<file path="src/verilog/light_pkg.sv">
`default_nettype none
package light_pkg;
	// clock and refresh timing
	localparam int unsigned CLK_MHZ = 200;
	localparam int unsigned UPDATE_PERIOD_MS = 80;
	localparam int unsigned CYCLES_PER_MS = CLK_MHZ * 1000;
	localparam int unsigned UPDATE_CYCLES = UPDATE_PERIOD_MS * CYCLES_PER_MS;

	// register addresses on the host register port
	localparam logic [7:0] ADDR_DARK_TRIP = 8'h1F;
	localparam logic [7:0] ADDR_DARK_MARGIN = 8'h20;
	localparam logic [7:0] ADDR_ONE_LOW = 8'h21;
	localparam logic [7:0] ADDR_ONE_HIGH = 8'h22;
	localparam logic [7:0] ADDR_TWO_LOW = 8'h23;
	localparam logic [7:0] ADDR_TWO_HIGH = 8'h24;

	// reset values and the answer to an unmapped read
	localparam logic [7:0] DARK_TRIP_RESET = 8'h00;
	localparam logic [7:0] DARK_MARGIN_RESET = 8'h00;
	localparam logic [7:0] UNMAPPED_READ = 8'h00;
	localparam logic [2:0] RESERVED_READ = 3'h0;

	// conversion result layout
	localparam int unsigned RESULT_W = 13;
	localparam int unsigned LOW_MSB = 7;
	localparam int unsigned HIGH_LSB = 8;
	localparam logic [12:0] RESULT_RESET = 13'h0000;

	// margin scale: code times step, in nA; all-ones code is the full figure
	localparam int unsigned MARGIN_STEP_NA = 540;
	localparam int unsigned MARGIN_FULL_NA = 137700;

	// comparator width: trip plus margin needs one extra bit
	localparam int unsigned COMP_W = 9;

	typedef enum logic [1:0] {
		MODE_DAYLIGHT,
		MODE_OFFICE,
		MODE_DARK
	} backlight_mode_t;

	typedef struct packed {
		logic wr;
		logic rd;
		logic [7:0] addr;
		logic [7:0] wdata;
	} reg_req_t;

	typedef struct packed {
		logic [7:0] trip;
		logic [7:0] margin;
	} cmp_cfg_t;

	// upper edge of a comparator window, trip plus margin
	function automatic logic [COMP_W-1:0] exit_level(cmp_cfg_t cfg);
		exit_level = {1'b0, cfg.trip} + {1'b0, cfg.margin};
	endfunction

	// high byte of a result: reserved bits zero, result bits 12:8 below
	function automatic logic [7:0] high_byte(logic [RESULT_W-1:0] value);
		high_byte = {RESERVED_READ, value[RESULT_W-1:HIGH_LSB]};
	endfunction

	// margin code converted to photosensor current in nA
	function automatic int unsigned margin_na(logic [7:0] code);
		margin_na = int'(code) * MARGIN_STEP_NA;
	endfunction
endpackage
`default_nettype wire

</file>
<file path="src/verilog/ambient_light_dark_level_and_readout.sv">
`timescale 1ns/10ps
`default_nettype none
module ambient_light_dark_level_and_readout
	import light_pkg::*;
#(
	parameter int unsigned UPDATE_PERIOD = light_pkg::UPDATE_CYCLES
) (
	input wire logic clk,
	input wire logic rst,
	input wire light_pkg::reg_req_t reg_req,
	output logic [7:0] reg_rdata,
	output logic reg_rvalid,
	input wire logic dark_cmp_enable,
	input wire logic office_cmp_enable,
	input wire light_pkg::cmp_cfg_t office_cfg,
	input wire logic [light_pkg::COMP_W-1:0] dark_light_level,
	input wire logic [light_pkg::COMP_W-1:0] office_light_level,
	input wire logic sensor_one_enable,
	input wire logic sensor_two_enable,
	input wire logic [light_pkg::RESULT_W-1:0] sensor_one_code,
	input wire logic [light_pkg::RESULT_W-1:0] sensor_two_code,
	output light_pkg::backlight_mode_t backlight_mode
);
	// dark settings, mode and read answer state in one record; results and divider sit in submodules
	typedef struct packed {
		cmp_cfg_t dark_cfg; // host-written dark trip and margin
		backlight_mode_t mode; // current backlight level
		logic [7:0] rdata; // read answer byte
		logic rvalid; // read answer strobe
	} block_state_t;

	block_state_t state;
	block_state_t next_state;

	logic tick; // 80 ms refresh enable
	logic [RESULT_W-1:0] one_value; // first sensor result
	logic [RESULT_W-1:0] two_value; // second sensor result
	logic [COMP_W-1:0] dark_exit; // dark window top
	logic [COMP_W-1:0] office_exit; // office window top
	logic dark_below; // dark comparator trips low
	logic dark_above; // dark comparator trips high
	logic office_below; // office comparator trips low
	logic office_above; // office comparator trips high

	// refresh divider; parameter shortens it for simulation
	refresh_tick #(
		.PERIOD(UPDATE_PERIOD)
	) u_tick (
		.clk(clk),
		.rst(rst),
		.tick(tick)
	);

	// first sensor conversion holding register
	sensor_result_hold u_one (
		.clk(clk),
		.rst(rst),
		.tick(tick),
		.enable(sensor_one_enable),
		.code(sensor_one_code),
		.value(one_value)
	);

	// second sensor conversion holding register
	sensor_result_hold u_two (
		.clk(clk),
		.rst(rst),
		.tick(tick),
		.enable(sensor_two_enable),
		.code(sensor_two_code),
		.value(two_value)
	);

	// comparator windows; margin codes share the fine 0.54 uA scale of the
	// dark level input, so the sum is a direct current comparison
	always_comb begin
		dark_exit = exit_level(state.dark_cfg);
		office_exit = exit_level(office_cfg);
		dark_below = dark_cmp_enable && (dark_light_level < {1'b0, state.dark_cfg.trip});
		dark_above = dark_cmp_enable && (dark_light_level > dark_exit);
		office_below = office_cmp_enable && (office_light_level < {1'b0, office_cfg.trip});
		office_above = office_cmp_enable && (office_light_level > office_exit);
	end

	// next state: register port, then mode selection
	always_comb begin
		next_state = state;
		next_state.rvalid = 1'b0;

		// writes: only the two dark settings are writable
		if (reg_req.wr) begin
			unique case (reg_req.addr)
				ADDR_DARK_TRIP: begin
					next_state.dark_cfg.trip = reg_req.wdata;
				end
				ADDR_DARK_MARGIN: begin
					next_state.dark_cfg.margin = reg_req.wdata;
				end
				// result addresses and unmapped ones drop the write
				default: begin
					next_state.dark_cfg = state.dark_cfg;
				end
			endcase
		end

		// reads: answer byte registered, one cycle after the request
		if (reg_req.rd) begin
			next_state.rvalid = 1'b1;
			unique case (reg_req.addr)
				ADDR_DARK_TRIP: begin
					next_state.rdata = state.dark_cfg.trip;
				end
				ADDR_DARK_MARGIN: begin
					next_state.rdata = state.dark_cfg.margin;
				end
				ADDR_ONE_LOW: begin
					next_state.rdata = one_value[LOW_MSB:0];
				end
				ADDR_ONE_HIGH: begin
					next_state.rdata = high_byte(one_value);
				end
				ADDR_TWO_LOW: begin
					next_state.rdata = two_value[LOW_MSB:0];
				end
				ADDR_TWO_HIGH: begin
					next_state.rdata = high_byte(two_value);
				end
				// unmapped address reads as zero
				default: begin
					next_state.rdata = UNMAPPED_READ;
				end
			endcase
		end

		// mode selection; the dark comparator is looked at first so its
		// verdict overrides whatever the office comparator says
		if (dark_below) begin
			next_state.mode = MODE_DARK;
		end else if ((state.mode == MODE_DARK) && dark_above) begin
			next_state.mode = MODE_OFFICE;
		end else if ((state.mode == MODE_DARK) && dark_cmp_enable) begin
			// inside the dark window: hysteresis holds dark
			next_state.mode = MODE_DARK;
		end else if (office_below) begin
			next_state.mode = MODE_OFFICE;
		end else if ((state.mode == MODE_OFFICE) && office_above) begin
			next_state.mode = MODE_DAYLIGHT;
		end else begin
			// no trip: keep the present level
			next_state.mode = state.mode;
		end
	end

	// state register
	always_ff @(posedge clk) begin
		if (rst) begin
			state <= '{
				dark_cfg: '{trip: DARK_TRIP_RESET, margin: DARK_MARGIN_RESET},
				mode: MODE_DAYLIGHT,
				rdata: UNMAPPED_READ,
				rvalid: 1'b0
			};
		end else begin
			state <= next_state;
		end
	end

	// outputs straight from the state register
	assign reg_rdata = state.rdata;
	assign reg_rvalid = state.rvalid;
	assign backlight_mode = state.mode;
endmodule
`default_nettype wire

</file>
<file path="src/verilog/refresh_tick.sv">
`timescale 1ns/10ps
`default_nettype none
module refresh_tick #(
	parameter int unsigned PERIOD = 16000000
) (
	input wire logic clk,
	input wire logic rst,
	output logic tick
);
	localparam int unsigned CNT_W = $clog2(PERIOD + 1);
	localparam logic [CNT_W-1:0] LAST = CNT_W'(PERIOD - 1);

	typedef struct packed {
		logic [CNT_W-1:0] count; // cycles since the last pulse
		logic tick; // one-cycle enable pulse
	} tick_state_t;

	tick_state_t state;
	tick_state_t next_state;

	// free-running divider, pulses once per period
	always_comb begin
		next_state = state;
		next_state.tick = 1'b0;
		if (state.count == LAST) begin
			next_state.count = '0;
			next_state.tick = 1'b1;
		end else begin
			next_state.count = state.count + CNT_W'(1);
		end
	end

	// state register
	always_ff @(posedge clk) begin
		if (rst) begin
			state <= '0;
		end else begin
			state <= next_state;
		end
	end

	assign tick = state.tick;
endmodule
`default_nettype wire

</file>
<file path="src/verilog/sensor_result_hold.sv">
`timescale 1ns/10ps
`default_nettype none
module sensor_result_hold
	import light_pkg::*;
(
	input wire logic clk,
	input wire logic rst,
	input wire logic tick,
	input wire logic enable,
	input wire logic [light_pkg::RESULT_W-1:0] code,
	output logic [light_pkg::RESULT_W-1:0] value
);
	typedef struct packed {
		logic [RESULT_W-1:0] value; // last captured conversion
	} hold_state_t;

	hold_state_t state;
	hold_state_t next_state;

	// capture on the refresh pulse only while the sensor is enabled
	always_comb begin
		next_state = state;
		if (tick && enable) begin
			next_state.value = code;
		end
	end

	// state register; host writes never reach it
	always_ff @(posedge clk) begin
		if (rst) begin
			state <= '{value: RESULT_RESET};
		end else begin
			state <= next_state;
		end
	end

	assign value = state.value;
endmodule
`default_nettype wire

</file>
<file path="config.mk">
export PLATFORM = sky130hd
export DESIGN_NAME = ambient_light_dark_level_and_readout
export DESIGN_NICKNAME = d
export VERILOG_FILES = /design/src/verilog/light_pkg.sv /design/src/verilog/ambient_light_dark_level_and_readout.sv /design/src/verilog/refresh_tick.sv /design/src/verilog/sensor_result_hold.sv
export SDC_FILE = /design/constraint.sdc
export NUM_CORES = 1
export LEC_CHECK = 0
export BUFFER_PORTS_ARGS = -buffer_cell sky130_fd_sc_hd__buf_2
export CAP_MARGIN = 40
export CORE_MARGIN = 2
export CORE_UTILIZATION = 55
export CTS_CLUSTER_DIAMETER = 200
export DETAILED_ROUTE_END_ITERATION = 12
export HOLD_SLACK_MARGIN = 0.1
export PLACE_DENSITY = 0.89
export SYNTH_ARGS = -nofsm -noshare
export SYNTH_HDL_FRONTEND = slang
export SYNTH_SLANG_ARGS = --single-unit
</file>
<file path="constraint.sdc">
create_clock -name clk -period 4.04 [get_ports clk]
set_clock_uncertainty 0.15 [all_clocks]
set_input_delay 0.404 -clock clk [delete_from_list [all_inputs] [get_ports clk]]
set_output_delay 0.404 -clock clk [all_outputs]
set_load 0.01 [all_outputs]
</file>
==> results of run 1 <==
-- kinds of logic after synthesis --
| kind of cell | after synthesis |
|---|---|
| and+or+nand+nor | 208 |
| AOI/OAI and AO/OA | 115 |
| DFF | 78 |
| buffers and inverters | 60 |
| adders and majority gates | 51 |
| xor gates and xnor gates | 34 |
| muxes | 21 |
-- state kept, by name, summed over array words and instances (netlist names) --
signal          count
u_tick.state       24
state              16
u_one.value        13
u_two.value        13
reg_rdata           8
backlight_mode      2
reg_rvalid          1
u_tick.tick         1
-- cells in the mapped netlist (4+ instances only) --
| library cell | count |
|---|---|
| a211oi_1 | 8 |
| a21o_1 | 11 |
| a21oi_1 | 50 |
| a22oi_1 | 8 |
| and2_1 | 4 |
| and3_1 | 7 |
| and4_1 | 5 |
| buf_4 | 12 |
| clkbuf_1 | 14 |
| dfxtp_1 | 78 |
| ha_1 | 49 |
| inv_1 | 27 |
| mux2_2 | 5 |
| mux2i_1 | 16 |
| nand2_1 | 87 |
| nand3_1 | 15 |
| nand4_1 | 5 |
| nor2_1 | 44 |
| nor2_4 | 8 |
| nor2b_1 | 7 |
| nor3_1 | 7 |
| o21ai_0 | 13 |
| o22ai_1 | 6 |
| xnor2_1 | 17 |
| xor2_1 | 17 |
-- where the power goes --
group / internal [mW] / switching [mW] / total (mW)
registers: 0.775 / 0.00498 / 0.780
logic: 0.101 / 0.122 / 0.223
clock network: 0.426 / 0.283 / 0.709
-- cells in the final DEF, fill, tap and decap left out, types with 8 or more instances in the layout --
cell type  count
nor2_1        44
clkbuf_8      10
xnor2_1       17
xor2_1        17
mux2i_1       16
o21ai_0       13
ha_1          49
a211oi_1       8
inv_1         27
a21oi_1       50
a22oi_1        8
nand2_1       87
nand3_1       15
buf_2         94
nor2_4         8
a21o_1        11
dfxtp_1       78
-- final cells by class --
| type | count | area [um^2] | area share |
|---|---|---|---|
| Inverter | 27 | 101 | 0.0186 |
| Multi-Input combinational cell | 429 | 2920 | 0.536 |
| Timing Repair Buffer | 97 | 493 | 0.0903 |
| Sequential cell | 78 | 1560 | 0.286 |
| Tap cell | 108 | 135 | 0.0247 |
| Clock inverter | 5 | 108 | 0.0197 |
| Clock buffer | 10 | 138 | 0.0252 |
-- worst register-to-register path, delay by kind of cell (launching register included) --
family	cells	cell delay, ns
fa+ha+maj	2	0.59
xor+xnor	1	0.16
compound gates	7	1.65
flops	1	0.41
simple gates	2	0.31
-- metal layers --
metal,vias to the layer above,track usage,part of all wire
met3,22,0.0475,0.061
met5,-,0,0
met2,131,0.422,0.51
met1,1979,0.287,0.41
li1,2117,-,-
met4,0,0.0823,0.021
-- final timing paths --
| check | to | slack, ns | cells after the start |
|---|---|---|---|
| min reg2reg | u_one.value[10]$_SDFFE_PP0P_ | 0.31 | 2 |
| max reg2reg | backlight_mode[0]$_SDFFE_PP0P_ | 0.70 | 12 |
| min | u_one.value[10]$_SDFFE_PP0P_ | 0.13 | 3 |
| max | backlight_mode[0]$_SDFFE_PP0P_ | 0.70 | 12 |
-- metrics by stage --
step           utilization  setup slack [ns]  cells  hold WS (ns)  total power, mW
6_report             0.635             0.700    754         0.132             1.71
5_1_grt              0.635             0.505    754         0.132             1.78
4_1_cts              0.635             0.704    754         0.121             1.72
3_5_place_dp         0.607             0.564    739         0.300             1.02
3_3_place_gp         0.607             0.717    739         0.288             1.01
2_1_floorplan            -             0.957    567         0.276            0.943
==> results.toml, run 1 <==
[routing]
drt-total-wl_um = 11100
drt_pre_antenna_iters = 6
drc_errors = 0
antenna_left = 0
vias = 4249
viasPerCell = 5.64
wire_per_inst_um = 14.7
drtIter0Drc = 218

[die]
fp.dieH_um = 97.4
chipWidth_um = 97.4
start_util = 0.558
num_rows = 34
io-pin-count = 95
dieArea_um2 = 9480
core_area_um2 = 8590

[logic_synthesis]
syn_inst = 567
synth_cell_types = 56
synth-edff-count = 0
synth_top_family_by_area = "simple AND/OR/NAND/NOR gates"
ys_seq_elements = 78
synth_area_um2 = 4800
synth.area.top_cells = "dfxtp_1, ha_1, nand2_1"
synth_mux_area_frac = 0.0451
synthFlopType = "dfxtp_1"
syn_area_per_cell_um2 = 8.46
synth-simple-area-share = 0.216
syn-num-nets = 702
synthArstFlopShare = 0
synth_compound_area_frac = 0.150
synth-xor-area-share = 0.0621
synth_top_area_frac = 0.326
yosysSeqAreaShare = 0.326
yosysWarningCount = 0
synth_top_area_cell = "dfxtp_1"
synth_fa_ha_area_frac = 0.136

[cts]
clk_latency_ns = 0.35
cts_sinks = 78
cts_made_buffers = 9
cts-root-buf = "clkbuf_8"
cts_buffer_depth = 2
cts_resized = 0
clkTransAtPathRegs_ns = 0.08
ctsHoldBuffers = 0
cts_tree = "yes"
htree_levels = 3
post_cts_buffers = 0

[place]
port_buffers = 94
gp_congestion = 0.903
hpwlAfterDp_um = 8640
placed_area_um2 = 5220

[outcome]
status = "finished, final reports clean"

[worst_setup_path]
critPathLaunch = "state[12]$_SDFFE_PP0P_"
crit_slowest_cell = "dfxtp_1"
criticalPathCategory = "reg -> reg"
cp_data_required_time_ns = 4.14
max_stage_delay_ns = 0.41
endpoint_kind = "flip-flop"
crit_family = "compound AO/OA/AOI/OAI gates"
r2r_start = "state[12]$_SDFFE_PP0P_"
startpoint_type = "flip-flop"
path_max_fanout = 4
cp_common_cell = "ha_1"
cp_cell_sequence = "ha_1, a21o_1, a21oi_1, o21ai_0, o41ai_1, xor2_1, ha_1, nand4_1, nor2_1, a211oi_1, a221o_1, a311oi_1"
critPathBufInv = 0
cp.arrival_ns = 3.44

[sta]
finalCriticalPeriod_ns = 3.34
fin_tns_setup_ns = 0
max_clock_freq_mhz = 299
final-max-slew-violation-count = 0
finalSetupViolCount = 0
worst_slew_pin_slew_ns = 0.849
period_share = 0.827
slew_headroom = 0.431
hold_viol = 0
rsz0062_at_grt = "no"

[power_and_ir_drop]
p_per_area_nw_per_um2 = 313
leakage_nw = 2.27
peakVddDrop_uv = 163

[worst_hold_path]
hold_start = "sensor_one_code[10]"
hp-class = "in -> reg"

[global_route]
antenna_found_initial = 0
first_global_vias = 4195
grt_pass1_wl_um = 18700
overflow = 0
grt_max_degree = 29
track_usage = 0.238

[run]
cap_violations = 0

[cells_and_area]
drive_gt1_frac = 0.206
nets = 777
antenna_cells = 0
design_area_um2 = 5460
fillers = 705
areaGrowthSynthToFinish_pct = 13.8
Note: power is estimated with default switching activity, not from simulation.
==> run 2, diff against run 1 <==
Settings changed: ABC_AREA from default to 1, PLACE_DENSITY 0.89 to 0.88.
Clock period 4.04 ns to 3.3 ns, I/O delays scaled along.
==> run 2 against run 1 <==
Net effect: first-iteration DRC count increased by 20%; synthesized area increased by 5.5%; worst setup slack got worse by 0.41 ns; synthesized cell count increased by 28%; die area increased by 5.3%; maximum frequency increased by 11%; register-to-register slack got worse by 0.41 ns; combinational power increased by 35%; sequential share of layout area decreased by 1.6 points; clock-buffer cell count increased by 2; critical path depth increased by 6; flip-flop and latch count unchanged; critical path type unchanged; critical endpoint unchanged; largest power group unchanged.
==> results.toml, run 2 <==
[worst_setup_path]
ff2ff_path_depth = 18
criticalPathCategory = "reg -> reg"
max_stage_delay_ns = 0.42
crit_cells = 18
cp_common_cell = "nand2_1"
cp_data_required_time_ns = 3.39
cp.arrival_ns = 3.09
reg2reg_to = "backlight_mode[0]$_SDFFE_PP0P_"
reg2reg_slack_ns = 0.29
path_max_fanout = 4
crit_family = "adder cells"
critPathBufInv = 2
cp_cell_sequence = "ha_1, inv_1, fa_1, o21ai_2, nand2_1, a21oi_1, nor2_1, xor2_1, ha_1, nand2_1, nor2_2, nand3_1, o21ai_0, inv_1, nand2_1, nand2_1, o21bai_1, nor2_1"
endpoint_kind = "flip-flop"
crit_slowest_cell = "fa_1"
startpoint_type = "flip-flop"
r2r_start = "state[19]$_SDFFE_PP0P_"

[cells_and_area]
layout_commonest_cell = "nand2_1"
fillers = 836
top_register = "u_tick.state"
drive_gt1_frac = 0.172
antenna_cells = 0
areaGrowthSynthToFinish_pct = 14.5
largest_reg_flops = 24
reg_top3 = "u_tick.state: 24 flops, state: 16 flops"
nets = 949
mostFrequentLayoutCells = "nand2_1, inv_1, nor2_1, buf_2, dfxtp_1"

[global_route]
grtUsageMet2 = 0.405
first_global_vias = 4357
overflow = 0
busiest_layer = "met2"
use_met1 = 0.300
grt_max_degree = 50
track_usage = 0.233
antenna_found_initial = 0
met3_usage = 0.0411
grt_pass1_wl_um = 18900

[sta]
worst_slew_pin_slew_ns = 0.615
rsz0062_at_grt = "no"
fin_tns_setup_ns = 0
finalSetupViolCount = 0
hold_slack_ns = 0.117
final-max-slew-violation-count = 0
max_clock_freq_mhz = 333
slew_headroom = 0.589
period_share = 0.911
finalCriticalPeriod_ns = 3.01
hold_viol = 0

[die]
start_util = 0.558
chipWidth_um = 99.9
core_area_um2 = 9060
dieArea_um2 = 9990
fp.dieH_um = 99.9
num_rows = 35
io-pin-count = 95

[logic_synthesis]
synth_top_area_cell = "dfxtp_1"
synth_most_common_cell = "nand2_1"
synth_top_area_frac = 0.308
synth-edff-count = 0
synth_cell_types = 41
yosysSeqAreaShare = 0.308
synth_area_um2 = 5060
syn_area_per_cell_um2 = 6.99
yosysWarningCount = 0
synthFlopType = "dfxtp_1"
synth.area.top_cells = "dfxtp_1, ha_1, nand2_1"
synth_commonest_cells = "nand2_1, inv_1, nor2_1"
synthArstFlopShare = 0
ys_seq_elements = 78
syn_inst = 724
syn-num-nets = 859

[cts]
cts_tree = "yes"
cts_sinks = 78
post_cts_buffers = 0
cts_buffer_depth = 2
cts_made_buffers = 9
htree_levels = 3
clkTransAtPathRegs_ns = 0.07
cts-root-buf = "clkbuf_8"
clk_latency_ns = 0.35

[worst_hold_path]
hold_depth = 3
hold_start = "sensor_two_code[2]"
hp-class = "in -> reg"
min_to = "u_two.value[2]$_SDFFE_PP0P_"

[power_and_ir_drop]
pwr-share-seq = 0.487
peakVddDrop_uv = 300
p_switching_mw = 0.514
leakage_nw = 2.53
intPower_mw = 1.45
clockPowerShare = 0.360
p_total_mw = 1.96
p_per_area_nw_per_um2 = 339
switching_share = 0.262
combPwrFrac = 0.153

[routing]
vias = 4836
wire_per_inst_um = 12.3
drtIter0Drc = 262
drt-total-wl_um = 11500
antenna_left = 0
drt_pre_antenna_iters = 8
viasPerCell = 5.21
drc_errors = 0

[run]
cap_violations = 0

[outcome]
status = "finished, final reports clean"

[place]
hpwlAfterDp_um = 9160
gp_congestion = 0.942
port_buffers = 94
-- run 2: cell types whose count changed in the layout (fill, tap and decap cells not counted), sizes merged, moves of 8 or more --
cell   change
a21o      -11
and3       -9
nor2      +51
nand3     +16
nor3       +8
inv       +72
o21ai     +47
xnor2      -9
mux2i     -16
a21oi     +24
nand2     +40
a22oi      -8
-- run 2: timing repair --
action                                 in CTS  in global routing
hold buffers                                6                  0
gates resized for setup                     0                  3
endpoints found under the hold margin       8                  0
setup endpoints to repair                   0                  2
-- run 2: per-layer routing --
| layer | wire, um | vias to the layer above |
|---|---|---|
| li1 | - | 2551 |
| met2 | 5390 | 147 |
| met1 | 5180 | 2115 |
| met5 | 0 | - |
| met4 | 201 | 0 |
| met3 | 682 | 23 |
-- run 2: worst min-delay path: stages --
cell and delay (ns):
buf_2 0.08, o21ai_0 0.08, nor2_1 0.08
-- run 2: cell type report --
cell class / count / area (um^2) / share of cell area
clock buffer: 12 / 145 / 0.0250
timing repair buffer: 103 / 553 / 0.0954
tap: 111 / 139 / 0.0240
inverter: 99 / 372 / 0.0641
clock inverter: 3 / 45.0 / 0.00777
sequential: 78 / 1560 / 0.269
multi-input combinational: 523 / 2980 / 0.514
-- run 2: cell families after synthesis --
family | share of synthesized area
buffers and inverters | 0.104
adder cells (fa/ha/maj) | 0.129
flip-flops | 0.308
AO/OA/AOI/OAI | 0.152
AND/OR/NAND/NOR | 0.273
XOR/XNOR | 0.0329
-- run 2: power by group through the flow --
stage	registers [mW]	clock network, mW	logic (mW)
after floorplan	0.978	0	0.193
after global placement	0.979	0	0.285
after detailed placement	0.980	0	0.292
after CTS	0.957	0.717	0.300
after global routing	0.959	0.748	0.343
final	0.958	0.707	0.300
-- run 2: worst max path at each step --
stage / from / end / slack (ns)
final: state[19]$_SDFFE_PP0P_ / backlight_mode[0]$_SDFFE_PP0P_ / 0.29
after global routing: state[19]$_SDFFE_PP0P_ / backlight_mode[0]$_SDFFE_PP0P_ / 0.01
after CTS: state[19]$_SDFFE_PP0P_ / backlight_mode[0]$_SDFFE_PP0P_ / 0.20
after detailed placement: state[19]$_SDFFE_PP0P_ / backlight_mode[0]$_SDFFE_PP0P_ / 0.22
after global placement: state[19]$_SDFFE_PP0P_ / backlight_mode[0]$_SDFFE_PP0P_ / 0.37
after floorplan: state[19]$_SDFFE_PP0P_ / backlight_mode[0]$_SDFFE_PP0P_ / 0.41
-- run 2: stage by stage --
| stage | util | area [um^2] | setup WS (ns) | instances |
|---|---|---|---|---|
| after floorplan | - | 5060 | 0.415 | 724 |
| after global placement | 0.611 | 5540 | 0.367 | 908 |
| after detailed placement | 0.611 | 5540 | 0.219 | 908 |
| after CTS | 0.639 | 5790 | 0.202 | 929 |
| after global routing | 0.639 | 5790 | 0.00985 | 929 |
| final | 0.639 | 5790 | 0.294 | 929 |
